===== src/inc/hbre_pkg.sv =====
// constants and helpers for the processor bus retry and error block
package hbre_pkg;
  // clock and timing
  localparam int CLK_PERIOD_NS = 100;
  localparam int BUS_TIMEOUT_NS = 25600;
  localparam int BUS_TIMEOUT_CYC = (BUS_TIMEOUT_NS + CLK_PERIOD_NS - 1) / CLK_PERIOD_NS;
  localparam logic [8:0] TMR_LOAD = 9'(BUS_TIMEOUT_CYC);
  // register offsets
  localparam logic [7:0] OFS_CHIP_CTRL = 8'h00;
  localparam logic [7:0] OFS_ARB_CTRL = 8'h04;
  localparam logic [7:0] OFS_SYS_ERR_STAT = 8'h08;
  localparam logic [7:0] OFS_SYS_ERR_ADDR = 8'h0c;
  localparam logic [7:0] OFS_MEM_ERR_STAT = 8'h10;
  localparam logic [7:0] OFS_MEM_ERR_ADDR = 8'h14;
  localparam logic [7:0] OFS_LINK_STAT = 8'h18;
  localparam logic [7:0] OFS_PCI_STAT = 8'h1c;
  // reset values
  localparam logic [31:0] CHIP_CTRL_RST = 32'h0000_0000;
  localparam logic [31:0] ARB_CTRL_RST = 32'h0000_0000;
  // global chip control bits
  localparam int CTL_APAR_EN = 0;
  localparam int CTL_DPAR_EN = 1;
  localparam int CTL_ADDR_CHK_EN = 2;
  localparam int CTL_TIMER_EN = 3;
  localparam int CTL_ECC_DIAG = 4;
  localparam int CTL_SBE_REPORT = 17;
  localparam int CTL_LOCK_EN = 24;
  localparam int CTL_MCHK_MODE = 26;
  // arbiter control bits
  localparam int ARB_EIEIO_RETRY = 10;
  // system error status bits
  localparam int SES_NOSEL = 0;
  localparam int SES_TIMEOUT = 1;
  localparam int SES_CHECKSTOP_OUT = 2;
  localparam int SES_APAR = 3;
  localparam int SES_DPAR = 4;
  localparam int SES_MEM = 5;
  localparam int SES_PCI = 6;
  // memory error status bits
  localparam int MES_SBE = 0;
  localparam int MES_DBE = 1;
  localparam int MES_SYN_LSB = 8;
  // link status: per bridge field, pci64 above pci32
  localparam int LNK_DEV_ERR = 0;
  localparam int LNK_SERR = 1;
  localparam int LNK_STRIDE = 4;
  // pci status: pci32 low half, pci64 high half
  localparam int PCI_MABORT = 13;
  localparam int PCI_STRIDE = 16;
  // bus encodings
  localparam logic [4:0] TT_SYNC = 5'h08;
  localparam logic [4:0] TT_EIEIO = 5'h10;
  localparam logic [2:0] MAX_OUTSTANDING = 3'h2;
  localparam logic [3:0] FULL_BEAT_BYTES = 4'h8;
  localparam logic [31:0] NODEV_DATA = 32'hffff_ffff;
  // access targets from the address decoder
  localparam logic [2:0] TGT_MEM = 3'h0;
  localparam logic [2:0] TGT_PCI32 = 3'h1;
  localparam logic [2:0] TGT_PCI64 = 3'h2;
  localparam logic [2:0] TGT_INT = 3'h3;
  localparam logic [2:0] TGT_CFG = 3'h4;
  localparam logic [2:0] TGT_EXT = 3'h5;

  // transfer types that move data; everything else is address-only
  function automatic logic is_data_op(input logic [4:0] tt);
    case (tt)
      5'h02, 5'h06, 5'h0a, 5'h0b, 5'h0e, 5'h12, 5'h14, 5'h1a, 5'h1c, 5'h1e: is_data_op = 1'b1;
      default: is_data_op = 1'b0;
    endcase
  endfunction
endpackage


===== src/hbre_sync2.sv =====
// two flop synchroniser for a pin level
`timescale 1ns/10ps
`default_nettype none
module hbre_sync2 (
  // clock and reset
  input wire logic sys_clk,
  input wire logic nrst,
  // level
  input wire logic din,
  output logic dout
);
  logic meta_reg;

  // resets to the inactive high level of the pin
  always_ff @(posedge sys_clk or negedge nrst) begin
    if (!nrst) begin
      meta_reg <= 1'b1;
      dout <= 1'b1;
    end else begin
      meta_reg <= din;
      dout <= meta_reg;
    end
  end
endmodule // hbre_sync2
`default_nettype wire


===== src/hbre_retry_pins.sv =====
// retry and shared snoop pin drivers with precharge
`timescale 1ns/10ps
`default_nettype none
module hbre_retry_pins (
  // clock and reset
  input wire logic sys_clk,
  input wire logic nrst,
  // window control
  input wire logic win_start,
  input wire logic retry_req,
  // open drain pins
  output logic addr_retry_n_out,
  output logic addr_retry_n_oe,
  output logic shared_snoop_n_out,
  output logic shared_snoop_n_oe
);
  logic d1_reg;
  logic d2_reg;
  logic pre_next;
  logic drive_low_next;

  // window is the cycle after addr_ack; precharge two cycles after it
  assign drive_low_next = win_start & retry_req;
  assign pre_next = d2_reg;

  always_ff @(posedge sys_clk or negedge nrst) begin
    if (!nrst) begin
      d1_reg <= 1'b0;
      d2_reg <= 1'b0;
      addr_retry_n_out <= 1'b1;
      addr_retry_n_oe <= 1'b0;
      shared_snoop_n_out <= 1'b1;
      shared_snoop_n_oe <= 1'b0;
    end else begin
      d1_reg <= win_start;
      d2_reg <= d1_reg;
      // precharge after every window, whoever pulled the lines low
      addr_retry_n_out <= !drive_low_next;
      addr_retry_n_oe <= drive_low_next | pre_next;
      shared_snoop_n_out <= 1'b1;
      shared_snoop_n_oe <= pre_next;
    end
  end
endmodule // hbre_retry_pins
`default_nettype wire


===== src/hbre_top.sv =====
// processor bus retry, lock, config and error response logic
//
// The placing of the registers and the strobed register port were decided locally.
`timescale 1ns/10ps
`default_nettype none
module hbre_top
  import hbre_pkg::*;
(
  // clock and reset
  input wire logic sys_clk,
  input wire logic nrst,
  // register port
  input wire logic [7:0] reg_addr,
  input wire logic [31:0] reg_wdata,
  input wire logic reg_wr,
  input wire logic reg_rd,
  output logic [31:0] reg_rdata,
  // address tenure from the bus front end
  input wire logic ts_valid,
  input wire logic [31:0] ts_addr,
  input wire logic [4:0] ts_type,
  input wire logic ts_cpu,
  input wire logic ts_read,
  input wire logic [3:0] ts_nbytes,
  input wire logic [2:0] ts_tgt,
  input wire logic deadlock_hit,
  input wire logic lock_range_hit,
  input wire logic addr_ack,
  input wire logic slave_claim,
  input wire logic first_ta,
  // ordering and conflict status from the units
  input wire logic [1:0] store_buf_empty,
  input wire logic [1:0] reads_done,
  input wire logic [1:0] data_buffered,
  input wire logic [2:0] outstanding,
  input wire logic [1:0] isa_req,
  input wire logic dma_line_match,
  // lock release pin
  input wire logic lock_release_n,
  // unit completion and error reports
  input wire logic unit_done,
  input wire logic ecc_single,
  input wire logic ecc_double,
  input wire logic [7:0] ecc_syndrome,
  input wire logic pci_no_devsel,
  input wire logic pci_serr,
  input wire logic int_bad,
  input wire logic addr_par_err,
  input wire logic data_par_err,
  // processor responses
  output logic transfer_ack,
  output logic transfer_error_ack,
  output logic [31:0] resp_data,
  output logic [1:0] machine_check_out,
  output logic checkstop_out,
  output logic lock_out,
  // open drain bus pins
  output logic addr_retry_n_out,
  output logic addr_retry_n_oe,
  output logic shared_snoop_n_out,
  output logic shared_snoop_n_oe
);
  typedef enum logic [1:0] {ST_IDLE, ST_ADDR, ST_WIN, ST_DATA} hbre_state_t;

  hbre_state_t state_reg, state_next;
  logic [31:0] ctrl_reg, arb_reg, sea_reg, mea_reg, pst_reg;
  logic [7:0] ses_reg, lnk_reg;
  logic [15:0] mes_reg;
  logic [31:0] tn_addr_reg;
  logic [4:0] tn_tt_reg;
  logic tn_cpu_reg, tn_read_reg, tn_dl_reg, tn_lrh_reg;
  logic [3:0] tn_nbytes_reg;
  logic [2:0] tn_tgt_reg;
  logic retry_reg, claim_reg;
  logic [8:0] tmr_reg;
  logic lock_rel_s;

  function automatic logic wr_hit(input logic [7:0] a, input logic w, input logic [7:0] ofs);
    wr_hit = w && (a == ofs);
  endfunction

  hbre_sync2 u_lock_sync (
    .sys_clk(sys_clk),
    .nrst(nrst),
    .din(lock_release_n),
    .dout(lock_rel_s)
  );

  // tenure decode
  wire is_pci = (tn_tgt_reg == TGT_PCI32) || (tn_tgt_reg == TGT_PCI64);
  wire is_p64 = tn_tgt_reg == TGT_PCI64;
  wire is_mem = tn_tgt_reg == TGT_MEM;
  wire is_bus_slave = (tn_tgt_reg == TGT_CFG) || (tn_tgt_reg == TGT_EXT);
  wire win_start = (state_reg == ST_ADDR) && addr_ack;
  wire sync_ok = store_buf_empty[tn_cpu_reg] && reads_done[tn_cpu_reg] && data_buffered[tn_cpu_reg];

  // retry causes, evaluated on addr_ack
  wire r_sync = (tn_tt_reg == TT_SYNC) && !sync_ok;
  wire r_eieio = (tn_tt_reg == TT_EIEIO) && arb_reg[ARB_EIEIO_RETRY] && !sync_ok;
  wire r_xfer = is_data_op(tn_tt_reg) && (outstanding > MAX_OUTSTANDING);
  wire r_isa = ((tn_tgt_reg == TGT_PCI32) && isa_req[0]) || (is_p64 && isa_req[1]);
  wire r_dma = is_mem && dma_line_match;
  wire r_dl = is_pci && tn_dl_reg;
  // lock_out drops one cycle after release, so the retry keys on release alone
  wire r_lock = is_pci && ctrl_reg[CTL_LOCK_EN] && !lock_rel_s && tn_lrh_reg;
  wire retry_now = r_sync || r_eieio || r_xfer || r_isa || r_dma || r_dl || r_lock;
  wire lock_set = win_start && !retry_now && is_pci && lock_rel_s && tn_lrh_reg && ctrl_reg[CTL_LOCK_EN];

  hbre_retry_pins u_pins (
    .sys_clk(sys_clk),
    .nrst(nrst),
    .win_start(win_start),
    .retry_req(retry_now),
    .addr_retry_n_out(addr_retry_n_out),
    .addr_retry_n_oe(addr_retry_n_oe),
    .shared_snoop_n_out(shared_snoop_n_out),
    .shared_snoop_n_oe(shared_snoop_n_oe)
  );

  // completion and error classification
  wire done_in = is_bus_slave ? first_ta : unit_done;
  wire fin_data = (state_reg == ST_DATA) && done_in;
  wire ev_noclaim = (state_reg == ST_WIN) && !retry_reg && is_bus_slave && !(claim_reg || slave_claim);
  wire ev_timeout = (state_reg == ST_DATA) && !done_in && ctrl_reg[CTL_TIMER_EN] && (tmr_reg == 9'h000);
  wire apar = addr_par_err && ctrl_reg[CTL_APAR_EN];
  wire dpar = data_par_err && ctrl_reg[CTL_DPAR_EN];
  wire mode26 = ctrl_reg[CTL_MCHK_MODE];
  wire e_sbe = fin_data && is_mem && ecc_single && !ecc_double;
  wire e_dbe = fin_data && is_mem && ecc_double;
  wire e_dbe_diag = e_dbe && ctrl_reg[CTL_ECC_DIAG];
  wire e_dbe_norm = e_dbe && !ctrl_reg[CTL_ECC_DIAG];
  wire e_mabort = fin_data && is_pci && pci_no_devsel;
  wire e_serr = fin_data && is_pci && pci_serr && !pci_no_devsel;
  wire e_nosel = ev_noclaim && (tn_tgt_reg == TGT_EXT) && ctrl_reg[CTL_ADDR_CHK_EN];
  wire e_cfg_abs = ev_noclaim && (tn_tgt_reg == TGT_CFG);
  wire sbe_report = e_sbe && ctrl_reg[CTL_SBE_REPORT] && mode26;
  wire mc_class = e_dbe_norm || e_mabort || e_serr || e_nosel;
  // no-select takes tea for stores too; the others only for loads
  wire tea_fire = mc_class && !mode26 && (tn_read_reg || e_nosel);
  wire short_wr = !tn_read_reg && (tn_nbytes_reg < FULL_BEAT_BYTES);
  wire mc_fire = (mc_class && !tea_fire) || sbe_report || (e_dbe_diag && short_wr);
  // bad internal accesses end like good ones, reads give zero
  wire ta_fire = ((fin_data && !is_bus_slave) || ev_timeout || ev_noclaim) && !tea_fire;
  wire [31:0] resp_data_next = e_cfg_abs ? NODEV_DATA : 32'h0000_0000;

  // status set terms
  wire [7:0] ses_set = {1'b0, e_mabort || e_serr, sbe_report || e_dbe_norm, dpar, apar,
                        ev_timeout || apar || dpar, ev_timeout, e_nosel};
  wire sea_cap = e_nosel || ev_timeout || sbe_report || e_dbe_norm || e_mabort || e_serr;
  wire mea_cap = e_sbe || e_dbe;
  wire [15:0] mes_set = {8'h00, 6'h00, e_dbe, e_sbe};
  wire [7:0] lnk_set = 8'({e_serr, e_mabort}) << (is_p64 ? LNK_STRIDE : 0);
  wire [31:0] pst_set = 32'(e_mabort || e_serr) << (PCI_MABORT + (is_p64 ? PCI_STRIDE : 0));
  wire ses_clr_wr = wr_hit(reg_addr, reg_wr, OFS_SYS_ERR_STAT);
  wire mes_clr_wr = wr_hit(reg_addr, reg_wr, OFS_MEM_ERR_STAT);

  // register read mux
  logic [31:0] rd_mux;
  always_comb begin
    case (reg_addr)
      OFS_CHIP_CTRL: rd_mux = ctrl_reg;
      OFS_ARB_CTRL: rd_mux = arb_reg;
      OFS_SYS_ERR_STAT: rd_mux = {24'h000000, ses_reg};
      OFS_SYS_ERR_ADDR: rd_mux = sea_reg;
      OFS_MEM_ERR_STAT: rd_mux = {16'h0000, mes_reg};
      OFS_MEM_ERR_ADDR: rd_mux = mea_reg;
      OFS_LINK_STAT: rd_mux = {24'h000000, lnk_reg};
      OFS_PCI_STAT: rd_mux = pst_reg;
      default: rd_mux = 32'h0000_0000;
    endcase
  end

  always_comb begin
    case (state_reg)
      ST_IDLE: state_next = ts_valid ? ST_ADDR : ST_IDLE;
      ST_ADDR: state_next = addr_ack ? ST_WIN : ST_ADDR;
      ST_WIN: state_next = (retry_reg || ev_noclaim) ? ST_IDLE : ST_DATA;
      ST_DATA: state_next = (done_in || ev_timeout) ? ST_IDLE : ST_DATA;
      default: state_next = ST_IDLE;
    endcase
  end

  // tenure capture and sequencing
  always_ff @(posedge sys_clk or negedge nrst) begin
    if (!nrst) begin
      state_reg <= ST_IDLE;
      tn_addr_reg <= 32'h0000_0000;
      tn_tt_reg <= 5'h00;
      tn_cpu_reg <= 1'b0;
      tn_read_reg <= 1'b0;
      tn_nbytes_reg <= 4'h0;
      tn_tgt_reg <= TGT_MEM;
      tn_dl_reg <= 1'b0;
      tn_lrh_reg <= 1'b0;
      retry_reg <= 1'b0;
      claim_reg <= 1'b0;
      tmr_reg <= TMR_LOAD;
    end else begin
      state_reg <= state_next;
      if (state_reg == ST_IDLE && ts_valid) begin
        tn_addr_reg <= ts_addr;
        tn_tt_reg <= ts_type;
        tn_cpu_reg <= ts_cpu;
        tn_read_reg <= ts_read;
        tn_nbytes_reg <= ts_nbytes;
        tn_tgt_reg <= ts_tgt;
        tn_dl_reg <= deadlock_hit;
        tn_lrh_reg <= lock_range_hit;
      end
      if (win_start) begin
        retry_reg <= retry_now;
      end
      claim_reg <= (state_reg == ST_ADDR || state_reg == ST_WIN) && (claim_reg || slave_claim);
      // timer inhibited while disabled
      if (win_start || !ctrl_reg[CTL_TIMER_EN]) begin
        tmr_reg <= TMR_LOAD;
      end else if (state_reg == ST_DATA && tmr_reg != 9'h000) begin
        tmr_reg <= tmr_reg - 9'h001;
      end
    end
  end

  // software registers; hardware set wins over write-one-to-clear
  always_ff @(posedge sys_clk or negedge nrst) begin
    if (!nrst) begin
      ctrl_reg <= CHIP_CTRL_RST;
      arb_reg <= ARB_CTRL_RST;
      ses_reg <= 8'h00;
      mes_reg <= 16'h0000;
      lnk_reg <= 8'h00;
      pst_reg <= 32'h0000_0000;
      sea_reg <= 32'h0000_0000;
      mea_reg <= 32'h0000_0000;
      reg_rdata <= 32'h0000_0000;
    end else begin
      if (wr_hit(reg_addr, reg_wr, OFS_CHIP_CTRL)) ctrl_reg <= reg_wdata;
      if (wr_hit(reg_addr, reg_wr, OFS_ARB_CTRL)) arb_reg <= reg_wdata;
      ses_reg <= (ses_reg & ~(ses_clr_wr ? reg_wdata[7:0] : 8'h00)) | ses_set;
      mes_reg <= (mes_reg & ~(mes_clr_wr ? reg_wdata[15:0] : 16'h0000)) | mes_set;
      lnk_reg <= (lnk_reg & ~(wr_hit(reg_addr, reg_wr, OFS_LINK_STAT) ? reg_wdata[7:0] : 8'h00)) | lnk_set;
      pst_reg <= (pst_reg & ~(wr_hit(reg_addr, reg_wr, OFS_PCI_STAT) ? reg_wdata : 32'h0000_0000)) | pst_set;
      // only the first error since the last clear is captured
      if (sea_cap && ses_reg == 8'h00) sea_reg <= tn_addr_reg;
      if (mea_cap && mes_reg == 16'h0000) begin
        mea_reg <= tn_addr_reg;
        if (e_sbe) mes_reg[MES_SYN_LSB +: 8] <= ecc_syndrome;
      end
      reg_rdata <= reg_rd ? rd_mux : 32'h0000_0000;
    end
  end

  // processor side outputs
  always_ff @(posedge sys_clk or negedge nrst) begin
    if (!nrst) begin
      transfer_ack <= 1'b0;
      transfer_error_ack <= 1'b0;
      resp_data <= 32'h0000_0000;
      machine_check_out <= 2'b00;
      checkstop_out <= 1'b0;
      lock_out <= 1'b0;
    end else begin
      transfer_ack <= ta_fire;
      transfer_error_ack <= tea_fire;
      resp_data <= ta_fire ? resp_data_next : 32'h0000_0000;
      machine_check_out <= mc_fire ? {tn_cpu_reg, !tn_cpu_reg} : 2'b00;
      // only reset ends a checkstop
      checkstop_out <= checkstop_out || apar || dpar || ev_timeout;
      lock_out <= lock_set || (lock_out && lock_rel_s);
    end
  end
endmodule // hbre_top
`default_nettype wire


===== config.mk =====
export PLATFORM = sky130hd
export DESIGN_NAME = hbre_top
export DESIGN_NICKNAME = d
export VERILOG_FILES = /design/src/inc/hbre_pkg.sv /design/src/hbre_sync2.sv /design/src/hbre_retry_pins.sv /design/src/hbre_top.sv
export SDC_FILE = /design/constraint.sdc
export NUM_CORES = 1
export LEC_CHECK = 0
export BUFFER_PORTS_ARGS = -buffer_cell sky130_fd_sc_hd__buf_2
export CORE_MARGIN = 2
export CORE_UTILIZATION = 51
export DETAILED_ROUTE_END_ITERATION = 8
export PLACE_DENSITY = 0.76
export SLEW_MARGIN = 20
export SYNTH_ARGS = -nofsm -noshare
export SYNTH_HDL_FRONTEND = slang
export SYNTH_HIERARCHICAL = 1
export SYNTH_SLANG_ARGS = --single-unit

===== constraint.sdc =====
create_clock -name sys_clk -period 2.3 [get_ports sys_clk]
set_input_delay 0.575 -clock sys_clk [delete_from_list [all_inputs] [get_ports sys_clk]]
set_output_delay 0.575 -clock sys_clk [all_outputs]
set_load 0.05 [all_outputs]

Yosys cells after proc, flatten, opt, wreduce, memory -nomap -nowiden --
Memories as Yosys holds them, arrays and structs flattened. Index checks and enable logic that the tools add are counted.
Operators by class: $add $sub $neg 2, magnitude comparators 3, equal/unequal tests 16, shift operators 2, multiplexer cells 27, bitwise operators 14, reductions and logical operators 122
Operators by type and width (number):
- case mux 32 bit (8 select lines) | 1
- 2-to-1 mux 32 bit | 4
- logical AND 1 bit | 62
- logical OR 1 bit | 36
- bitwise AND 32 bit | 1
- equality test 8 x 5 -> 1 bit (second input constant) | 4
- 2-to-1 mux 8 bit | 4
- inverter 32 bit | 1
- OR 32 bit | 1
- << shifter 1 x 6 -> 32 bit | 1
- 2-to-1 mux 9 bit | 2
- bitwise AND 16 bit | 1
- bitwise AND 8 bit | 2
- equality test 8 x 4 -> 1 bit (second input constant) | 2
- zero test 1 bit | 16
- zero test 16 bit | 1
- zero test 8 bit | 2
- 2-to-1 mux 16 bit | 1
- inverter 16 bit | 1
- inverter 8 bit | 2
- OR 16 x 2 -> 16 bit | 1
- zero test 9 bit | 1
- nonzero test 9 bit | 1
- subtractor 9 x 1 -> 9 bit (second input constant) | 1
- 25 further kinds | 37
Storage, ports and cells: flip-flop bits (word level) 330, bits in read-only memories 32, output and inout port bits 74, logic and storage cells 221, memories 1
Memory list:
- (name not given) | depth 32, bits a word 1, rd ports 1, clocked after memory_dff 0, write ports 0, RTL line hbre_pkg.sv:66 | case (tt)

Longest topological paths before layout --
word-level depth 19, gate-level depth with buffers 8

Modules after synthesis --
Netlist, hierarchy kept.
By module, submodules not included:
- hbre_top | times used 1, cells an instance 952, area an instance 12719.7 um^2, sequential area each 7233.2 um^2
- hbre_retry_pins | times used 1, cells an instance 9, area an instance 148.9 um^2, sequential area each 126.4 um^2
- hbre_sync2 | times used 1, cells an instance 2, area an instance 52.6 um^2, sequential area each 52.6 um^2

Least setup slack after synthesis --
Ideal clock, no wire load.
path type input-to-reg, start point input port reg_addr[4], end point register arb_reg[8], arrival 2.149 ns, data required time 2.172 ns, setup slack 0.023 ns, stages 6, path through buf_2 or4_4 nor3_4 nand2_1 buf_2 mux2_1
On the way: cells in the longest elaborated chain, start to end 2
RTL lines:
- start, declared | RTL line hbre_top.sv:13 | input wire logic [7:0] reg_addr,
- equality test 8 x 3 -> 1 bit | RTL line hbre_top.sv:79 | wr_hit = w && (a == ofs);
- logical AND 1 bit | RTL line hbre_top.sv:79
- end signal, assigned | RTL line hbre_top.sv:237 | if (wr_hit(reg_addr, reg_wr, OFS_ARB_CTRL)) arb_reg <= reg_wdata;
- end, declared | RTL line hbre_top.sv:66 | logic [31:0] ctrl_reg, arb_reg, sea_reg, mea_reg, pst_reg;
Every way passes these cells. A chain may end at the register's enable or synchronous reset.

Final worst setup path --
start point register ses_reg[3], end point register sea_reg[14]
On the way: cells in the longest elaborated chain, start to end 2
RTL lines:
- start, declared | RTL line hbre_top.sv:67 | logic [7:0] ses_reg, lnk_reg;
- start signal, assigned | RTL line hbre_top.sv:238 | ses_reg <= (ses_reg & ~(ses_clr_wr ? reg_wdata[7:0] : 8'h00)) | ses_set;
- zero test 8 bit | RTL line hbre_top.sv:243 | if (sea_cap && ses_reg == 8'h00) sea_reg <= tn_addr_reg;
- logical AND 1 bit | RTL line hbre_top.sv:243
- end signal, assigned | RTL line hbre_top.sv:243
- end, declared | RTL line hbre_top.sv:66
Every way passes these cells.

==> metrics.txt <==
Vias 8876; failing checks setup timing; final net count 1317; DR WL/cell 20.99 um; Synth async-reset ratio 1.000; DR iter-0 viols 694; crit path time final 2.371 ns; leading post-synthesis cells by cell area dfrtp_1, mux2_2, mux2_4; Register-to-Register Path Depth 7; core box area 25040 um2; largest net degree at the start of global routing 76; final hold violations 0; layout cells sized above 1 0.4540; placement row count 58; register area 7415 um2; FF-to-FF setup slack -0.07 ns; Pins Over Slew Limit 0; critical path endpoint category flip-flop; vias in the first global route 9157; YS warnings 6; syn_area_per_cell 13.42 um2; initial antenna violation count 4; fmax 421.8 MHz; initial core utilization 0.5161; I/O pins 199; CTS tree yes; first-pass GRT wire length 50160 um; WP data required 2.73 ns; Reg2Reg Capture Point sea_reg[14]; syn_nets 1094; hold crit path type input pin to asynchronous set/reset pin; Slew HR 0.5524; first drt pass iteration count 8; setup total negative slack -1.118 ns; HPWL after DPL 21600 um; Worst EP arrival 2.80 ns; clock root buffer master clkbuf_16; die height 163.2 um; Worst-path clk slew 0.06 ns; Clock Path Buffers 3; run status complete, but fails checks; sequential area share after synthesis 0.5736; Total GRT Usage 0.2432; Place WS -0.1300 ns; # fillers 1873; leakage 7.732 nW; fin worst setup slack -0.07100 ns; final WL 32320 um; H-tree Lvls 1; routed vias/inst 5.764; Yosys top cell area share 0.5655; PD cells 915.0 nW/um2; cell area after synthesis 12920 um2; Die X 163.2 um; multi-input logic area 5030 um2; Critical Path Fanout Max 6; routability cong. 0.8467; clk_lat worst skew 0.55 ns; Post-synth EDFFs 0; post-route DRC violation count 0; r2r startpoint ses_reg[3]; nature of the critical path startpoint flip-flop; # port buffers 193; Area Growth Syn to Fin 21.71%; worst slew pin tran 0.6714 ns; Setup CP Type flip-flop to flip-flop; Max-cap violations 0; post-synth top area cell dfrtp_1; Tcrit/Tclk final 1.031; Primary FF master, synth dfrtp_1; VDD IR max 0.6568 mV; RSZ-0062 raised after global routing true; Yosys reg bits 296; Unique masters post-synth 60; final core utilization 0.6281; post-route ant nets 0; Final Setup Violations 21; final global-route overflow total 0; Mapped Cells 963; Fin Hold WS 0.01441 ns; Die ar. 26620 um2; CTS Buf Count 30; clock tree sinks 296; clock skew 0.01127 ns
==> cell type report <==
| cell class | count | share of cell area |
|---|---|---|
| Sequential cell | 296 | 0.4715 |
| Multi-Input combinational cell | 576 | 0.3198 |
| Inverter | 10 | 0.002387 |
| Clock inverter | 14 | 0.008354 |
| Timing Repair Buffer | 272 | 0.1162 |
| Tap cell | 330 | 0.02626 |
| Antenna cell | 3 | 0.0004774 |
| Clock buffer | 39 | 0.05506 |
==> cells in the mapped netlist (8+ instances only) <==
library cell,number
dfrtp_1,292
mux2_2,156
nand2_1,70
a21boi_0,41
nor2_1,39
buf_4,36
a22o_1,32
a21oi_1,30
mux2_4,30
clkbuf_1,23
buf_2,19
a222oi_1,15
mux4_2,15
a22oi_1,11
inv_1,10
nor2b_1,10
nand3_1,9
a211oi_1,8
mux2i_1,8
nand4_1,8
nor4_1,8
==> stage by stage <==
step                      total power, mW  cells  cell area (um2)
final                               14.39   1540            15730
after global routing                15.05   1539            15720
after CTS                           14.45   1533            15670
after detailed placement            9.559   1472            14490
after global placement              9.417   1472            14490
after floorplan                     8.554    963            12920
==> worst max path at each step <==
stage	slack [ns]	endpoint	startpoint	depth (start not counted)
finish	-0.07	sea_reg[14]	ses_reg[3]	7
global route	-0.10	sea_reg[11]	tmr_reg[0]	9
CTS	-0.03	sea_reg[19]	tmr_reg[0]	9
detailed placement	-0.13	sea_reg[7]	tmr_reg[0]	8
global placement	-0.06	sea_reg[8]	tmr_reg[0]	8
floorplan	0.02	arb_reg[8]	reg_addr[4]	6
==> cells in the final DEF (no fill, tap or decap), types with 4 or more instances in the layout <==
cell type	n
nand2_1	68
nand4_1	8
mux2_2	156
xor2_1	5
nor4_1	8
a221oi_1	6
a22o_1	32
a211oi_1	8
nor3_1	5
mux4_2	15
buf_2	192
nor2_1	38
or3_1	4
buf_12	15
inv_1	8
o21a_1	4
a21o_1	4
dfrtp_1	290
a21oi_1	30
buf_4	59
a222oi_1	15
clkinv_2	8
dfstp_2	4
mux2i_1	8
clkbuf_8	6
clkbuf_16	32
a22oi_1	11
nand4b_1	4
nor2b_1	10
mux2_4	30
and2_1	4
nand3_1	9
a21boi_0	41
ha_1	5
==> report_power, final <==
part           total, mW  internal, mW  switching [mW]
clock network       4.88          2.86            2.02
logic               2.72          1.47            1.25
registers           6.79          6.11           0.679
total               14.4          10.4            3.94
==> cells by family after synthesis <==
group	count (synthesis)	synth area share
buf+inv	91	0.04048
mux	210	0.2040
compound gates	166	0.09819
flops	296	0.5736
other cells	1	0.0002902
simple gates	185	0.07214
fa+ha+maj	6	0.005810
xor+xnor	8	0.005423
==> critical path, cell delays in order (launching register included) <==
cell and delay (ns):
dfrtp_1 0.41, or4_4 0.55, nor2_2 0.19, inv_1 0.09, o311a_4 0.41, buf_12 0.16
buf_12 0.14, mux2_4 0.29
==> per-layer routing <==
metal | GRT usage | share of wire | routed length [um]
met1 | 0.3243 | 0.41 | 13310
met2 | 0.4049 | 0.49 | 15780
met3 | 0.04317 | 0.067 | 2158
met4 | 0.08206 | 0.033 | 1054
met5 | 0 | 0.00040 | 13
==> what timing repair did <==
| item | in CTS | in global routing |
|---|---|---|
| pin swaps | 2 | 2 |
| buffers inserted | 5 | 4 |
| cloned | 3 | 1 |
| setup endpoints to repair | 32 | 83 |
| resized for setup | 14 | 4 |
| hold buffers | 0 | 0 |
Power figures use the tool's default switching activity.
